===== src/logic/lrac_pkg.sv =====
/*
  Shared constants for the text-display address and RAM access command block:
  register offsets, status and config fields, text RAM line ranges and
  execution times. Assumes a single 40 MHz clock.
*/
package lrac_pkg;

  // clock and execution times
  localparam int CLK_MHZ      = 40;
  localparam int EXEC_TIME_NS = 39000;    // 39 us, short instructions and data
  localparam int LONG_TIME_NS = 1530000;  // 1.53 ms, clear and return home
  localparam int EXEC_CYCLES  = (EXEC_TIME_NS * CLK_MHZ) / 1000;
  localparam int LONG_CYCLES  = (LONG_TIME_NS * CLK_MHZ) / 1000;

  // register offsets, byte addresses
  localparam logic [3:0] OFS_CMD    = 4'h0;
  localparam logic [3:0] OFS_DATA   = 4'h4;
  localparam logic [3:0] OFS_STATUS = 4'h8;
  localparam logic [3:0] OFS_CONFIG = 4'hC;

  // status word fields
  localparam int ST_BUSY_BIT   = 7;
  localparam int ST_SCROLL_LSB = 8;
  localparam int ST_TARGET_LSB = 14;
  localparam int ST_SHIFT_LSB  = 16;

  // config word fields and reset value
  localparam int         CFG_INC_BIT  = 0;
  localparam int         CFG_TWO_BIT  = 1;
  localparam int         CFG_FOUR_BIT = 2;
  localparam int         CFG_EXT_BIT  = 3;
  localparam logic [3:0] CFG_RESET    = 4'h1;

  // text RAM layout and fill code
  localparam logic [7:0] BLANK_CODE   = 8'h20;
  localparam logic [6:0] HOME_ADDR    = 7'h00;
  localparam logic [6:0] LINE1_LAST   = 7'h4F;
  localparam logic [6:0] LINE2A_LAST  = 7'h27;
  localparam logic [6:0] LINE2B_FIRST = 7'h40;
  localparam logic [6:0] LINE2B_LAST  = 7'h67;
  localparam logic [4:0] LINE4_LAST   = 5'h13;
  localparam logic [5:0] SCROLL_FULL  = 6'h30;

  // bus responses
  localparam logic [1:0] RESP_OKAY   = 2'h0;
  localparam logic [1:0] RESP_SLVERR = 2'h2;

  typedef enum logic [1:0] {TGT_TEXT, TGT_GLYPH, TGT_ICON} lrac_target_t;

endpackage : lrac_pkg


===== src/logic/lrac_ram.sv =====
/*
  Simple dual-port RAM with registered read data.
  Assumes one clock; read data appear one edge after the address.
*/
module lrac_ram #(
  parameter int AW = 7,
  parameter int DW = 8
) (
  // clock
  input  wire logic          clk,
  // write port
  input  wire logic          we,
  input  wire logic [AW-1:0] waddr,
  input  wire logic [DW-1:0] wdata,
  // read port
  input  wire logic [AW-1:0] raddr,
  output logic      [DW-1:0] rdata
);

  logic [DW-1:0] mem [2**AW];

  // storage, no reset so it maps onto block memory
  always_ff @(posedge clk) begin
    if (we) begin
      mem[waddr] <= wdata;
    end
    rdata <= mem[raddr];
  end

endmodule : lrac_ram


===== src/logic/lrac_top.sv =====
/*
  Instruction interpreter for a character display controller: address set
  commands, scroll quantity, busy and address read, RAM data access with
  auto stepping and a one-word read prefetch, clear and return home.
  Assumes an AXI4-Lite master on clk; one write and one read at a time.
*/
// Operation
// - normal mode, 01xxxxxx loads six bits into counter, targets glyph RAM.
// - extended mode, 01xxxxxx loads low four bits, targets icon RAM.
// - normal mode, 1xxxxxxx loads seven bits into counter, targets text RAM.
// - one-line mode text addresses run 00h to 4Fh.
// - two-line mode lines run 00h-27h and 40h-67h.
// - four-line mode lines run 00h-13h, 20h-33h, 40h-53h, 60h-73h.
// - extended mode, 1xxxxxxx loads six-bit scroll quantity, zero means no shift.
// - scroll quantity with top bits 11 shifts by 48 dots.
// - status read gives busy on bit 7 and counter on bits 6-0.
// - data write stores byte in the selected RAM at the counter, text RAM only at displayed addresses.
// - counter steps by one after each data write.
// - data read returns a byte from the selected RAM.
// - reads come from a prefetch register loaded by address set.
// - cursor shift with text RAM selected also reloads the prefetch register.
// - counter steps by one after each data read taken while idle with no command or data write in the same cycle.
// - clear fills text RAM with 20h, zeroes counter, takes 1.53 ms.
// - return home zeroes counter and display shift, keeps text RAM.
// - entry direction bit set increments, cleared decrements.
// - extended select bit chooses the meaning of shared opcodes.
module lrac_top
  import lrac_pkg::*;
#(
  parameter int AXI_AW      = 4,
  parameter int LONG_CNT    = LONG_CYCLES,
  parameter int EXEC_CNT    = EXEC_CYCLES
) (
  // clock and reset
  input  wire logic              clk,
  input  wire logic              rst,
  // axi4-lite write channels
  input  wire logic [AXI_AW-1:0] s_axi_awaddr,
  input  wire logic              s_axi_awvalid,
  output logic                   s_axi_awready,
  input  wire logic [31:0]       s_axi_wdata,
  input  wire logic [3:0]        s_axi_wstrb,
  input  wire logic              s_axi_wvalid,
  output logic                   s_axi_wready,
  output logic [1:0]             s_axi_bresp,
  output logic                   s_axi_bvalid,
  input  wire logic              s_axi_bready,
  // axi4-lite read channels
  input  wire logic [AXI_AW-1:0] s_axi_araddr,
  input  wire logic              s_axi_arvalid,
  output logic                   s_axi_arready,
  output logic [31:0]            s_axi_rdata,
  output logic [1:0]             s_axi_rresp,
  output logic                   s_axi_rvalid,
  input  wire logic              s_axi_rready,
  // display side state
  output logic                   busy_flag,
  output logic [5:0]             scroll_shift
);

  // busy must last at least eight cycles, the hold that a_busy_after_go checks
  if (AXI_AW < 4 || LONG_CNT < 130 || LONG_CNT > 65535 || EXEC_CNT < 8
      || EXEC_CNT > LONG_CNT) begin : g_bad_param
    $error("lrac_top: unsupported parameter values");
  end

  typedef enum logic [2:0] {S_IDLE, S_FETCH, S_LOAD, S_CLEAR, S_WAIT} lrac_state_t;

  // step the counter inside the selected RAM, following text line ranges
  function automatic logic [6:0] step_addr(input logic [6:0] a, input logic up,
                                           input lrac_target_t t, input logic two,
                                           input logic four);
    logic [6:0] r;
    r = up ? a + 7'h01 : a - 7'h01;
    if (t == TGT_GLYPH) r = {1'b0, r[5:0]};
    else if (t == TGT_ICON) r = {3'h0, r[3:0]};
    else if (four) begin
      if (up && a[4:0] == LINE4_LAST) r = {a[6:5] + 2'h1, 5'h00};
      else if (!up && a[4:0] == 5'h00) r = {a[6:5] - 2'h1, LINE4_LAST};
    end else if (two) begin
      if (up && a == LINE2A_LAST) r = LINE2B_FIRST;
      else if (up && a == LINE2B_LAST) r = HOME_ADDR;
      else if (!up && a == HOME_ADDR) r = LINE2B_LAST;
      else if (!up && a == LINE2B_FIRST) r = LINE2A_LAST;
    end else begin
      if (up && a == LINE1_LAST) r = HOME_ADDR;
      else if (!up && a == HOME_ADDR) r = LINE1_LAST;
    end
    return r;
  endfunction : step_addr

  // true where a text address belongs to a displayed line
  function automatic logic text_valid(input logic [6:0] a, input logic two,
                                      input logic four);
    if (four) return a[4:0] <= LINE4_LAST;
    if (two) return a <= LINE2A_LAST || (a >= LINE2B_FIRST && a <= LINE2B_LAST);
    return a <= LINE1_LAST;
  endfunction : text_valid

  // state
  logic [AXI_AW-1:0] awaddr_reg;
  logic [31:0]       wdata_reg;
  logic              wstrb0_reg;
  logic              awready_reg, wready_reg, bvalid_reg, arready_reg, rvalid_reg;
  logic [1:0]        bresp_reg, rresp_reg;
  logic [31:0]       rdata_reg;
  logic [6:0]        ac_reg, ac_next, clr_reg;
  lrac_target_t      target_reg, target_next;
  logic              inc_reg, two_reg, four_reg, ext_reg;
  logic [5:0]        scroll_reg, scroll_out_reg;
  logic [7:0]        dshift_reg, dshift_next, out_reg;
  lrac_state_t       state_reg, state_next;
  logic [15:0]       cnt_reg;
  logic              busy_reg;
  logic [7:0]        text_rd, glyph_rd, icon_rd, sel_rd;

  // write channels take address and data in either order, answer after both
  wire do_write = !awready_reg && !wready_reg && !bvalid_reg;
  wire do_read  = s_axi_arvalid && arready_reg;
  wire [3:0] wofs = awaddr_reg[3:0];
  wire [3:0] rofs = s_axi_araddr[3:0];
  wire wr_hit = (wofs == OFS_CMD) || (wofs == OFS_DATA) || (wofs == OFS_STATUS)
                || (wofs == OFS_CONFIG);
  wire rd_hit = (rofs == OFS_CMD) || (rofs == OFS_DATA) || (rofs == OFS_STATUS)
                || (rofs == OFS_CONFIG);
  wire upper_zero_w = (awaddr_reg >> 4) == '0;
  wire upper_zero_r = (s_axi_araddr >> 4) == '0;

  // accepted operations; commands and data sent while busy are dropped, config writes are still taken
  wire idle      = (state_reg == S_IDLE);
  wire cmd_go    = do_write && upper_zero_w && wofs == OFS_CMD && wstrb0_reg && idle;
  wire dwr_go    = do_write && upper_zero_w && wofs == OFS_DATA && wstrb0_reg && idle;
  wire drd_go    = do_read && upper_zero_r && rofs == OFS_DATA && idle && !cmd_go
                   && !dwr_go;
  wire cfg_wr    = do_write && upper_zero_w && wofs == OFS_CONFIG && wstrb0_reg;
  wire any_go    = cmd_go || dwr_go || drd_go;

  // command decode, extended select splits shared opcodes
  wire [7:0] c       = wdata_reg[7:0];
  wire is_clear      = cmd_go && c == 8'h01;
  wire is_home       = cmd_go && c[7:1] == 7'h01;
  wire is_entry      = cmd_go && c[7:2] == 6'h01;
  wire is_shift      = cmd_go && c[7:4] == 4'h1 && !ext_reg;
  wire is_cursor     = is_shift && !c[3];
  wire is_func       = cmd_go && c[7:5] == 3'h1;
  wire is_extfn      = cmd_go && c[7:3] == 5'h01 && ext_reg;
  wire is_glyph      = cmd_go && c[7:6] == 2'h1 && !ext_reg;
  wire is_icon       = cmd_go && c[7:6] == 2'h1 && ext_reg;
  wire is_text       = cmd_go && c[7] && !ext_reg;
  wire is_scroll     = cmd_go && c[7] && ext_reg;
  wire fetch         = is_glyph || is_icon || is_text || drd_go
                       || (is_cursor && target_reg == TGT_TEXT);

  // address counter next value
  assign ac_next =
    (is_clear || is_home) ? HOME_ADDR :
    is_glyph  ? {1'b0, c[5:0]} :
    is_icon   ? {3'h0, c[3:0]} :
    is_text   ? c[6:0] :
    is_cursor ? step_addr(ac_reg, c[2], TGT_TEXT, two_reg, four_reg) :
    (dwr_go || drd_go) ?
      step_addr(ac_reg, inc_reg, target_reg, two_reg, four_reg) :
    ac_reg;

  assign target_next = is_glyph ? TGT_GLYPH : is_icon ? TGT_ICON :
                       (is_text || is_clear || is_home) ? TGT_TEXT : target_reg;

  // display shift position; home undoes it
  assign dshift_next = is_home ? 8'h00 :
                       (is_shift && c[3] && c[2]) ? dshift_reg + 8'h01 :
                       (is_shift && c[3]) ? dshift_reg - 8'h01 : dshift_reg;

  // sequencer: prefetch, clear fill, execution wait
  always_comb begin
    state_next = state_reg;
    unique case (state_reg)
      S_IDLE:  if (any_go) state_next = is_clear ? S_CLEAR : fetch ? S_FETCH : S_WAIT;
      S_FETCH: state_next = S_LOAD;
      S_LOAD:  state_next = S_WAIT;
      S_CLEAR: if (clr_reg == 7'h7F) state_next = S_WAIT;
      S_WAIT:  if (cnt_reg == 16'h0000) state_next = S_IDLE;
    endcase
  end

  always_ff @(posedge clk) begin
    if (rst) begin
      state_reg <= S_IDLE;
      cnt_reg   <= 16'h0000;
      clr_reg   <= 7'h00;
      busy_reg  <= 1'b0;
    end else begin
      state_reg <= state_next;
      busy_reg  <= (state_next != S_IDLE);
      if (any_go) begin
        cnt_reg <= (is_clear || is_home) ? 16'(LONG_CNT - 1) : 16'(EXEC_CNT - 1);
      end else if (cnt_reg != 16'h0000) begin
        cnt_reg <= cnt_reg - 16'h0001;
      end
      clr_reg <= (state_reg == S_CLEAR) ? clr_reg + 7'h01 : 7'h00;
    end
  end

  // instruction-visible registers
  always_ff @(posedge clk) begin
    if (rst) begin
      ac_reg     <= HOME_ADDR;
      target_reg <= TGT_TEXT;
      {ext_reg, four_reg, two_reg, inc_reg} <= CFG_RESET;
      scroll_reg <= 6'h00;
      dshift_reg <= 8'h00;
    end else begin
      ac_reg     <= ac_next;
      target_reg <= target_next;
      dshift_reg <= dshift_next;
      if (is_scroll) scroll_reg <= c[5:0];
      if (cfg_wr) begin
        inc_reg  <= wdata_reg[CFG_INC_BIT];
        two_reg  <= wdata_reg[CFG_TWO_BIT];
        four_reg <= wdata_reg[CFG_FOUR_BIT];
        ext_reg  <= wdata_reg[CFG_EXT_BIT];
      end else begin
        if (is_entry) inc_reg <= c[1];
        if (is_func) begin
          two_reg <= c[3];
          ext_reg <= c[2];
        end
        if (is_extfn) four_reg <= c[0];
      end
    end
  end

  // the three RAMs; text data writes only land on displayed addresses, clear fills all 128
  wire clearing = (state_reg == S_CLEAR);
  wire text_we  = clearing ||
                  (dwr_go && target_reg == TGT_TEXT
                   && text_valid(ac_reg, two_reg, four_reg));
  wire glyph_we = dwr_go && target_reg == TGT_GLYPH;
  wire icon_we  = dwr_go && target_reg == TGT_ICON;

  lrac_ram #(.AW(7), .DW(8)) u_text_ram (
    .clk   (clk),
    .we    (text_we),
    .waddr (clearing ? clr_reg : ac_reg),
    .wdata (clearing ? BLANK_CODE : c),
    .raddr (ac_reg),
    .rdata (text_rd)
  );

  lrac_ram #(.AW(6), .DW(8)) u_glyph_ram (
    .clk   (clk),
    .we    (glyph_we),
    .waddr (ac_reg[5:0]),
    .wdata (c),
    .raddr (ac_reg[5:0]),
    .rdata (glyph_rd)
  );

  lrac_ram #(.AW(4), .DW(8)) u_icon_ram (
    .clk   (clk),
    .we    (icon_we),
    .waddr (ac_reg[3:0]),
    .wdata (c),
    .raddr (ac_reg[3:0]),
    .rdata (icon_rd)
  );

  assign sel_rd = (target_reg == TGT_GLYPH) ? glyph_rd :
                  (target_reg == TGT_ICON) ? icon_rd : text_rd;

  // prefetch register; writes leave it stale on purpose
  always_ff @(posedge clk) begin
    if (rst) out_reg <= 8'h00;
    else if (state_reg == S_LOAD) out_reg <= sel_rd;
  end

  // 48-dot cap when both top scroll bits are set
  wire [5:0] scroll_eff = (scroll_reg[5:4] == 2'h3) ? SCROLL_FULL : scroll_reg;

  // read word select
  wire [31:0] status_word = {8'h00, dshift_reg, target_reg, scroll_eff,
                             busy_reg, ac_reg};
  wire [31:0] config_word = {28'h0000000, ext_reg, four_reg, two_reg, inc_reg};
  wire [31:0] rd_word = (rofs == OFS_DATA) ? {24'h000000, out_reg} :
                        (rofs == OFS_STATUS) ? status_word :
                        (rofs == OFS_CONFIG) ? config_word : 32'h00000000;

  // axi write channel handshakes
  always_ff @(posedge clk) begin
    if (rst) begin
      awready_reg <= 1'b1;
      wready_reg  <= 1'b1;
      bvalid_reg  <= 1'b0;
      bresp_reg   <= RESP_OKAY;
      awaddr_reg  <= '0;
      wdata_reg   <= 32'h00000000;
      wstrb0_reg  <= 1'b0;
    end else begin
      if (s_axi_awvalid && awready_reg) begin
        awaddr_reg  <= s_axi_awaddr;
        awready_reg <= 1'b0;
      end
      if (s_axi_wvalid && wready_reg) begin
        wdata_reg  <= s_axi_wdata;
        wstrb0_reg <= s_axi_wstrb[0];
        wready_reg <= 1'b0;
      end
      if (do_write) begin
        bvalid_reg <= 1'b1;
        bresp_reg  <= (wr_hit && upper_zero_w) ? RESP_OKAY : RESP_SLVERR;
      end
      if (bvalid_reg && s_axi_bready) begin
        bvalid_reg  <= 1'b0;
        awready_reg <= 1'b1;
        wready_reg  <= 1'b1;
      end
    end
  end

  // axi read channel; answer one edge after the address is taken
  always_ff @(posedge clk) begin
    if (rst) begin
      arready_reg <= 1'b1;
      rvalid_reg  <= 1'b0;
      rresp_reg   <= RESP_OKAY;
      rdata_reg   <= 32'h00000000;
    end else if (do_read) begin
      arready_reg <= 1'b0;
      rvalid_reg  <= 1'b1;
      rdata_reg   <= rd_word;
      rresp_reg   <= (rd_hit && upper_zero_r) ? RESP_OKAY : RESP_SLVERR;
    end else if (rvalid_reg && s_axi_rready) begin
      rvalid_reg  <= 1'b0;
      arready_reg <= 1'b1;
    end
  end

  // display side outputs
  always_ff @(posedge clk) begin
    if (rst) scroll_out_reg <= 6'h00;
    else scroll_out_reg <= scroll_eff;
  end

  assign s_axi_awready = awready_reg;
  assign s_axi_wready  = wready_reg;
  assign s_axi_bvalid  = bvalid_reg;
  assign s_axi_bresp   = bresp_reg;
  assign s_axi_arready = arready_reg;
  assign s_axi_rvalid  = rvalid_reg;
  assign s_axi_rresp   = rresp_reg;
  assign s_axi_rdata   = rdata_reg;
  assign busy_flag     = busy_reg;
  assign scroll_shift  = scroll_out_reg;
endmodule : lrac_top


===== config.mk =====
export PLATFORM = sky130hd
export DESIGN_NAME = lrac_top
export DESIGN_NICKNAME = d
export VERILOG_FILES = /design/src/logic/lrac_pkg.sv /design/src/logic/lrac_ram.sv /design/src/logic/lrac_top.sv
export SDC_FILE = /design/constraint.sdc
export NUM_CORES = 2
export LEC_CHECK = 0
export ABC_AREA = 1
export BUFFER_PORTS_ARGS = -buffer_cell sky130_fd_sc_hd__buf_2
export CAP_MARGIN = 20
export CELL_PAD_IN_SITES_DETAIL_PLACEMENT = 0
export CELL_PAD_IN_SITES_GLOBAL_PLACEMENT = 2
export CORE_MARGIN = 4
export CORE_UTILIZATION = 40
export DETAILED_ROUTE_END_ITERATION = 6
export PLACE_DENSITY = 0.85
export SLEW_MARGIN = 10
export SYNTH_ARGS = -nofsm -noshare
export SYNTH_HDL_FRONTEND = slang
export SYNTH_SLANG_ARGS = --single-unit

===== constraint.sdc =====
create_clock -name clk -period 5.67 [get_ports clk]
set_input_delay 1.4175 -clock clk [delete_from_list [all_inputs] [get_ports clk]]
set_output_delay 1.4175 -clock clk [all_outputs]
set_load 0.005 [all_outputs]

After elaboration in Yosys (flattened, before gate mapping)
Memories as Yosys holds them, arrays and structs flattened. A register that Yosys moved wholly into a read port is not among the register bits. Index checks and enable logic that the tools add are counted.

Register bits after elaboration: 122. Latch bits: 0. Bits in writable memories: 1664. ROM bits: 0. Input port bits: 51. Output and inout bits: 48. Memories kept: 3.

Memory list: u_text_ram.mem (depth 128, width 8, read ports 1, clocked after memory_dff 1, write ports 1, RTL line lrac_ram.sv:20) `logic [DW-1:0] mem [2**AW];`; u_glyph_ram.mem (depth 64, width 8, read ports 1, clocked after memory_dff 1, write ports 1, RTL line lrac_ram.sv:20); u_icon_ram.mem (depth 16, width 8, read ports 1, clocked after memory_dff 1, write ports 1, RTL line lrac_ram.sv:20).

Add/sub/neg operators: 8. Multipliers: 0. Div/mod/pow operators: 0. Magnitude comparators: 5. Equality and inequality tests: 26. Shift operators: 0. Multiplexer cells: 78. Bitwise logic cells: 1. Reduce and logical (&&, ||, !) cells: 108.

Operators with widths (count): 7-bit 2-to-1 mux (28); 1-bit logical AND (56); 16-bit 2-to-1 mux (3); 24-bit 2-to-1 mux (2); 8-bit 2-to-1 mux (5); 7-bit equality test, second input constant (4); 1-bit 2-to-1 mux (26); 1-bit logical OR (18); 6-bit 2-to-1 mux (3); 4-bit equality test, second input constant (4); 16-bit logical NOT (1); 16-bit nonzero test (1); 16-bit by 1-bit subtractor with 16-bit output, second input constant (1); 3-bit 2-to-1 mux (5); 3-bit one-hot mux with 5 select lines (1); 7-bit by 1-bit adder with 7-bit output, second input constant (2); 7-bit <= comparator, second input constant (2); 2-bit nonzero test (7); 2-bit OR reduction (5); 1-bit logical NOT (9); 3-bit nonzero test (3); 8-bit by 1-bit adder with 8-bit output, second input constant (1); 4-bit by 3-bit equality test with 1-bit output, second input constant (2); 8-bit by 1-bit equality test with 1-bit output, second input constant (1); other kinds (28) (36).

Longest topological paths before layout
Depth in word-level cells: 17. Depth in mapped cells: 18.

By module
From an unflattened synthesis, not the netlist that was laid out.

Cells, all modules: 6895. Area total of the unflattened synthesis: 75944.1 um^2.

By module, submodules not included: lrac_ram at u_text_ram (times used 1, cells each 3575, area each 42104.1 um^2); lrac_ram at u_glyph_ram (times used 1, cells each 1805, area each 21339.2 um^2); lrac_top (times used 1, cells each 964, area each 6734.0 um^2); lrac_ram at u_icon_ram (times used 1, cells each 551, area each 5766.8 um^2).

Worst setup path after synthesis
Ideal clock, no wire load.

Path kind: register to register. From: register wdata_reg[2]. To: memory u_text_ram.mem[0][2] (data pin). Setup time: 0.796 ns. Arrival: 4.854 ns. Slack: 0.020 ns. Stages on the path, launching flop included: 4. Buffers on the path: 1. Cell sequence: dfxtp_1 > inv_1 > clkbuf_1 > nor2_1.

Cells in the longest elaborated chain, start to end: 1.

RTL lines: start, declared (RTL line lrac_top.sv:102) `logic [31:0] wdata_reg;`; start signal, assigned (RTL line lrac_top.sv:303) `wdata_reg <= s_axi_wdata;`; 8-bit 2-to-1 mux (RTL line lrac_top.sv:244) `.wdata (clearing ? BLANK_CODE : c),`; net u_text_ram.wdata[2] (RTL line lrac_ram.sv:14) `input wire logic [DW-1:0] wdata,`; end, declared (RTL line lrac_ram.sv:20).

The timed path passes the listed nets, and every way through them passes these cells.

Final worst setup path
From: register ac_reg[5]. To: memory u_text_ram.mem[115][3], enable pin.

Cells in the longest elaborated chain, start to end: 10.

RTL lines: start, declared (RTL line lrac_top.sv:107) `logic [6:0] ac_reg, ac_next, clr_reg;`; start signal, assigned (RTL line lrac_top.sv:212) `ac_reg <= ac_next;`; 7-bit greater-or-equal comparator / 7-bit <= comparator (equally long branches) (RTL line lrac_top.sv:96) `if (two) return a <= LINE2A_LAST || (a >= LINE2B_FIRST && a <= LINE2B_LAST);`; 1-bit logical AND (RTL line lrac_top.sv:96); 1-bit logical OR (RTL line lrac_top.sv:96); 1-bit 2-to-1 mux (RTL line lrac_top.sv:96); 1-bit 2-to-1 mux (RTL line lrac_top.sv:97) `return a <= LINE1_LAST;`; 1-bit 2-to-1 mux (RTL line lrac_top.sv:96); 1-bit logical AND (RTL line lrac_top.sv:236) `&& text_valid(ac_reg, two_reg, four_reg));`; 1-bit logical OR (RTL line lrac_top.sv:234) `wire text_we = clearing ||`; 1-bit 2-to-1 mux (RTL line lrac_ram.sv:24) `if (we) begin`; 1-bit 2-to-1 mux (implied by the code) (RTL line lrac_ram.sv:25) `mem[waddr] <= wdata;`.

Parallel ways exist; a longest one is shown, timed or not.

==> results.yml <==
run_status:
  status: "finished clean"
setup_path:
  slowest_stage: "nor2_1"
  cp_common_cell: "a21oi_1"
  worstPathCellList: "inv_2 -> ha_1 -> a21oi_1 -> a21oi_1 -> a32oi_1 -> o21ai_1 -> nand2_4 -> nand2_2 -> nor2_1"
  cpPeakStageDelay_ns: 0.96
  worstSetupPathType: "register to register"
  crit_path_start_kind: "register"
  crit_path_max_fanout: 19
  cp-end-kind: "register"
  cp.required_ns: 6.09
  cp_data_arrival_time_ns: 4.52
  r2r_slack_ns: 1.57
sta:
  setup-tns-final_ns: 0
  hold_viol_final: 0
  finClkSkew_ns: 0.0226
  max_slew_margin_pct: 23.8
  max_freq_mhz: 244
  setup_viol: 0
  slew_viol_final: 0
  hold_ws_ns: 0.461
  min_period_over_period_pct: 72.3
  worst_pin_slew_ns: 1.14
  period_minus_slack_ns: 4.10
  grt_setup_unrepaired: "no"
drt:
  dr.first_iter.drc_count: 4411
  wire_per_inst_um: 23.8
  ant_nets: 0
  finalWirelength_um: 192000
  drt_first_pass_iters: 5
  via_per_inst: 5.46
  drc_errors: 0
  num_vias: 43900
power_and_ir_drop:
  peakVddDrop_v: 0.000251
  p_leak_nw: 27.0
  intPower_mw: 21.0
  p_seq_share_pct: 54.8
  p_comb_share_pct: 5.3
  pwr-share-clk_pct: 39.9
  p_per_area_mw_per_mm2: 344
  p_sw_mw: 6.05
  p_sw_share_pct: 22.4
logic_synthesis:
  syn_area_per_cell_um2: 12.8
  synth-simple-area-share_pct: 13.7
  synth_flop_cell: "edfxtp_1"
  async_reset_ff_share_pct: 0
  synth_adder_area_share_pct: 0.313
  synth_area_leaders: "edfxtp_1 71%, nand2_1 7.9%, dfxtp_1 3.9%"
  yosysUniqueCellTypes: 57
  yosysWarnings: 0
  synth_edf_count: 1664
  synth.area.mux_share_pct: 0
  syn_inst: 5492
  yosysSeqAreaShare_pct: 74.9
  ys_ff_latch: 1800
  syn_area_mm2: 0.0703
  synth_top_area_cell: "edfxtp_1"
  synth_top_family_by_area: "simple AND/OR/NAND/NOR gates"
  synth_top_area_share_pct: 71.1
  synth_xor_area_share_pct: 0.199
  synth-compound-area-share_pct: 7.59
floorplanning:
  die_w_um: 427
  dieArea_mm2: 0.183
  start_util_pct: 40.3
  fp-row-count: 153
  fp.coreArea_mm2: 0.174
  die_y_um: 427
  num_io_pins: 99
clocking:
  cts_root_buf: "clkbuf_16"
  cts_tree: "done"
  ctsHoldBuffers: 0
  clkLatencyLatePin_ns: 0.80
  clkTransAtPathRegs_ns: 0.06
  cts_sinks: 1800
  cts_made_buffers: 171
  ctsResizeCount: 0
  cts_max_level: 4
  cts_buffer_depth: 3
  cts_setup_buffers: 0
global_routing:
  grt_overflow: 0
  grt_max_degree: 115
  grt_pass1_vias: 41900
  grt.total_usage_pct: 20.8
  antenna_found_initial: 4
  grt_pass1_wl_um: 281000
finish:
  final_common_cell: "edfxtp_1"
  multi_input_area_mm2: 0.0155
  nets: 5658
  fillers: 15400
  fin_area_mm2: 0.0787
  top_register: "u_text_ram.mem"
  layout_common_cells: "1664 x edfxtp_1, 1482 x nand2_1, 429 x nor2_1, 250 x inv_1, 189 x o21ai_0"
  drive_gt1_share_pct: 8.45
  reg_top3: "u_text_ram.mem: 1024 flops, u_glyph_ram.mem: 512 flops, u_icon_ram.mem: 128 flops"
  area_delta_synth_final_pct: 11.9
  seq_area_mm2: 0.0527
  largest_reg_flops: 1024
worst_hold_path:
  hp-class: "register to register"
place:
  port_buffers: 61
  placed_cell_area_mm2: 0.0734
  place.gp.congestion: 0.864
  dp_hpwl_um: 112000
job:
  maxCapViolCount: 0
[metal layers]
metal	vias up	GRT usage, %	wire length, um
met1	21900	29.0	81400
met4	2	6.53	5740
met3	297	3.57	15000
met5	-	0	13
met2	1719	33.3	89800
li1	20000	-	-
[logic make-up (layout without fill, tap and decap cells)]
group / count (synthesis) / in the layout
simple gates: 2327 / 2327
fa+ha+maj: 17 / 17
buf+inv: 527 / 752
flops: 1800 / 1800
xor+xnor: 16 / 16
compound gates: 804 / 804
other cells: 1 / 12
[through the flow]
step / total power, mW / setup slack, ns / utilization (%) / cells
floorplan: 16.0 / 0.0199 / - / 5501
global placement: 16.5 / 1.58 / 42.1 / 7740
detailed placement: 16.5 / 1.59 / 42.1 / 7740
CTS: 27.2 / 1.58 / 45.1 / 8049
global route: 27.9 / 1.35 / 45.1 / 8052
finish: 27.0 / 1.57 / 45.1 / 8053
[power by group through the flow]
stage / Sequential [mW] / Clock [mW] / Combinational, mW
after floorplan: 15.1 / 0 / 0.841
after global placement: 15.1 / 0 / 1.42
after detailed placement: 15.1 / 0 / 1.44
after CTS: 14.8 / 10.9 / 1.45
after global routing: 14.8 / 11.5 / 1.60
final: 14.8 / 10.8 / 1.44
[path summary, 6_finish.rpt]
check        cells after the start                       start                               end
max                              9      ac_reg[5]$_SDFFE_PP0P_  u_text_ram.mem[115][3]$_DFFE_PP_
min                              2  awaddr_reg[1]$_SDFFE_PP0P_        awaddr_reg[1]$_SDFFE_PP0P_
max reg2reg                      9      ac_reg[5]$_SDFFE_PP0P_  u_text_ram.mem[115][3]$_DFFE_PP_
min reg2reg                      2  awaddr_reg[1]$_SDFFE_PP0P_        awaddr_reg[1]$_SDFFE_PP0P_
[synth_stat cells, drive strengths merged, types with 3 or more instances]
master / number
a211oi: 18
a21oi: 184
a221oi: 91
a22o: 54
a22oi: 159
a31oi: 17
a41oi: 12
buf: 171
clkbuf: 91
dfxtp: 136
edfxtp: 1664
ha: 16
inv: 263
nand2: 1494
nand3: 182
nand3b: 5
nand4: 158
nor2: 449
nor3: 25
nor3b: 3
nor4: 5
o2111ai: 30
o211ai: 10
o21a: 6
o21ai: 197
o221ai: 9
o31ai: 7
or2: 4
xnor2: 9
xor2: 7
[final cells by class]
type / count / share of cell area [%]
Sequential cell: 1800 / 67.0
Multi-Input combinational cell: 3174 / 19.7
Clock buffer: 215 / 5.68
Tap cell: 2325 / 3.70
Timing Repair Buffer: 178 / 1.69
Inverter: 265 / 1.32
Clock inverter: 94 / 0.945
Antenna cell: 2 / 0.00636
[critical path, delay by kind of cell, from the launching register on]
kind                       cells  cell delay [ns]
adders and majority gates      1             0.35
buffers and inverters          1             0.41
and+or+nand+nor                3             1.73
DFF                            1             0.65
AOI/OAI and AO/OA              4             0.53
(Power assumes the default switching activity.)
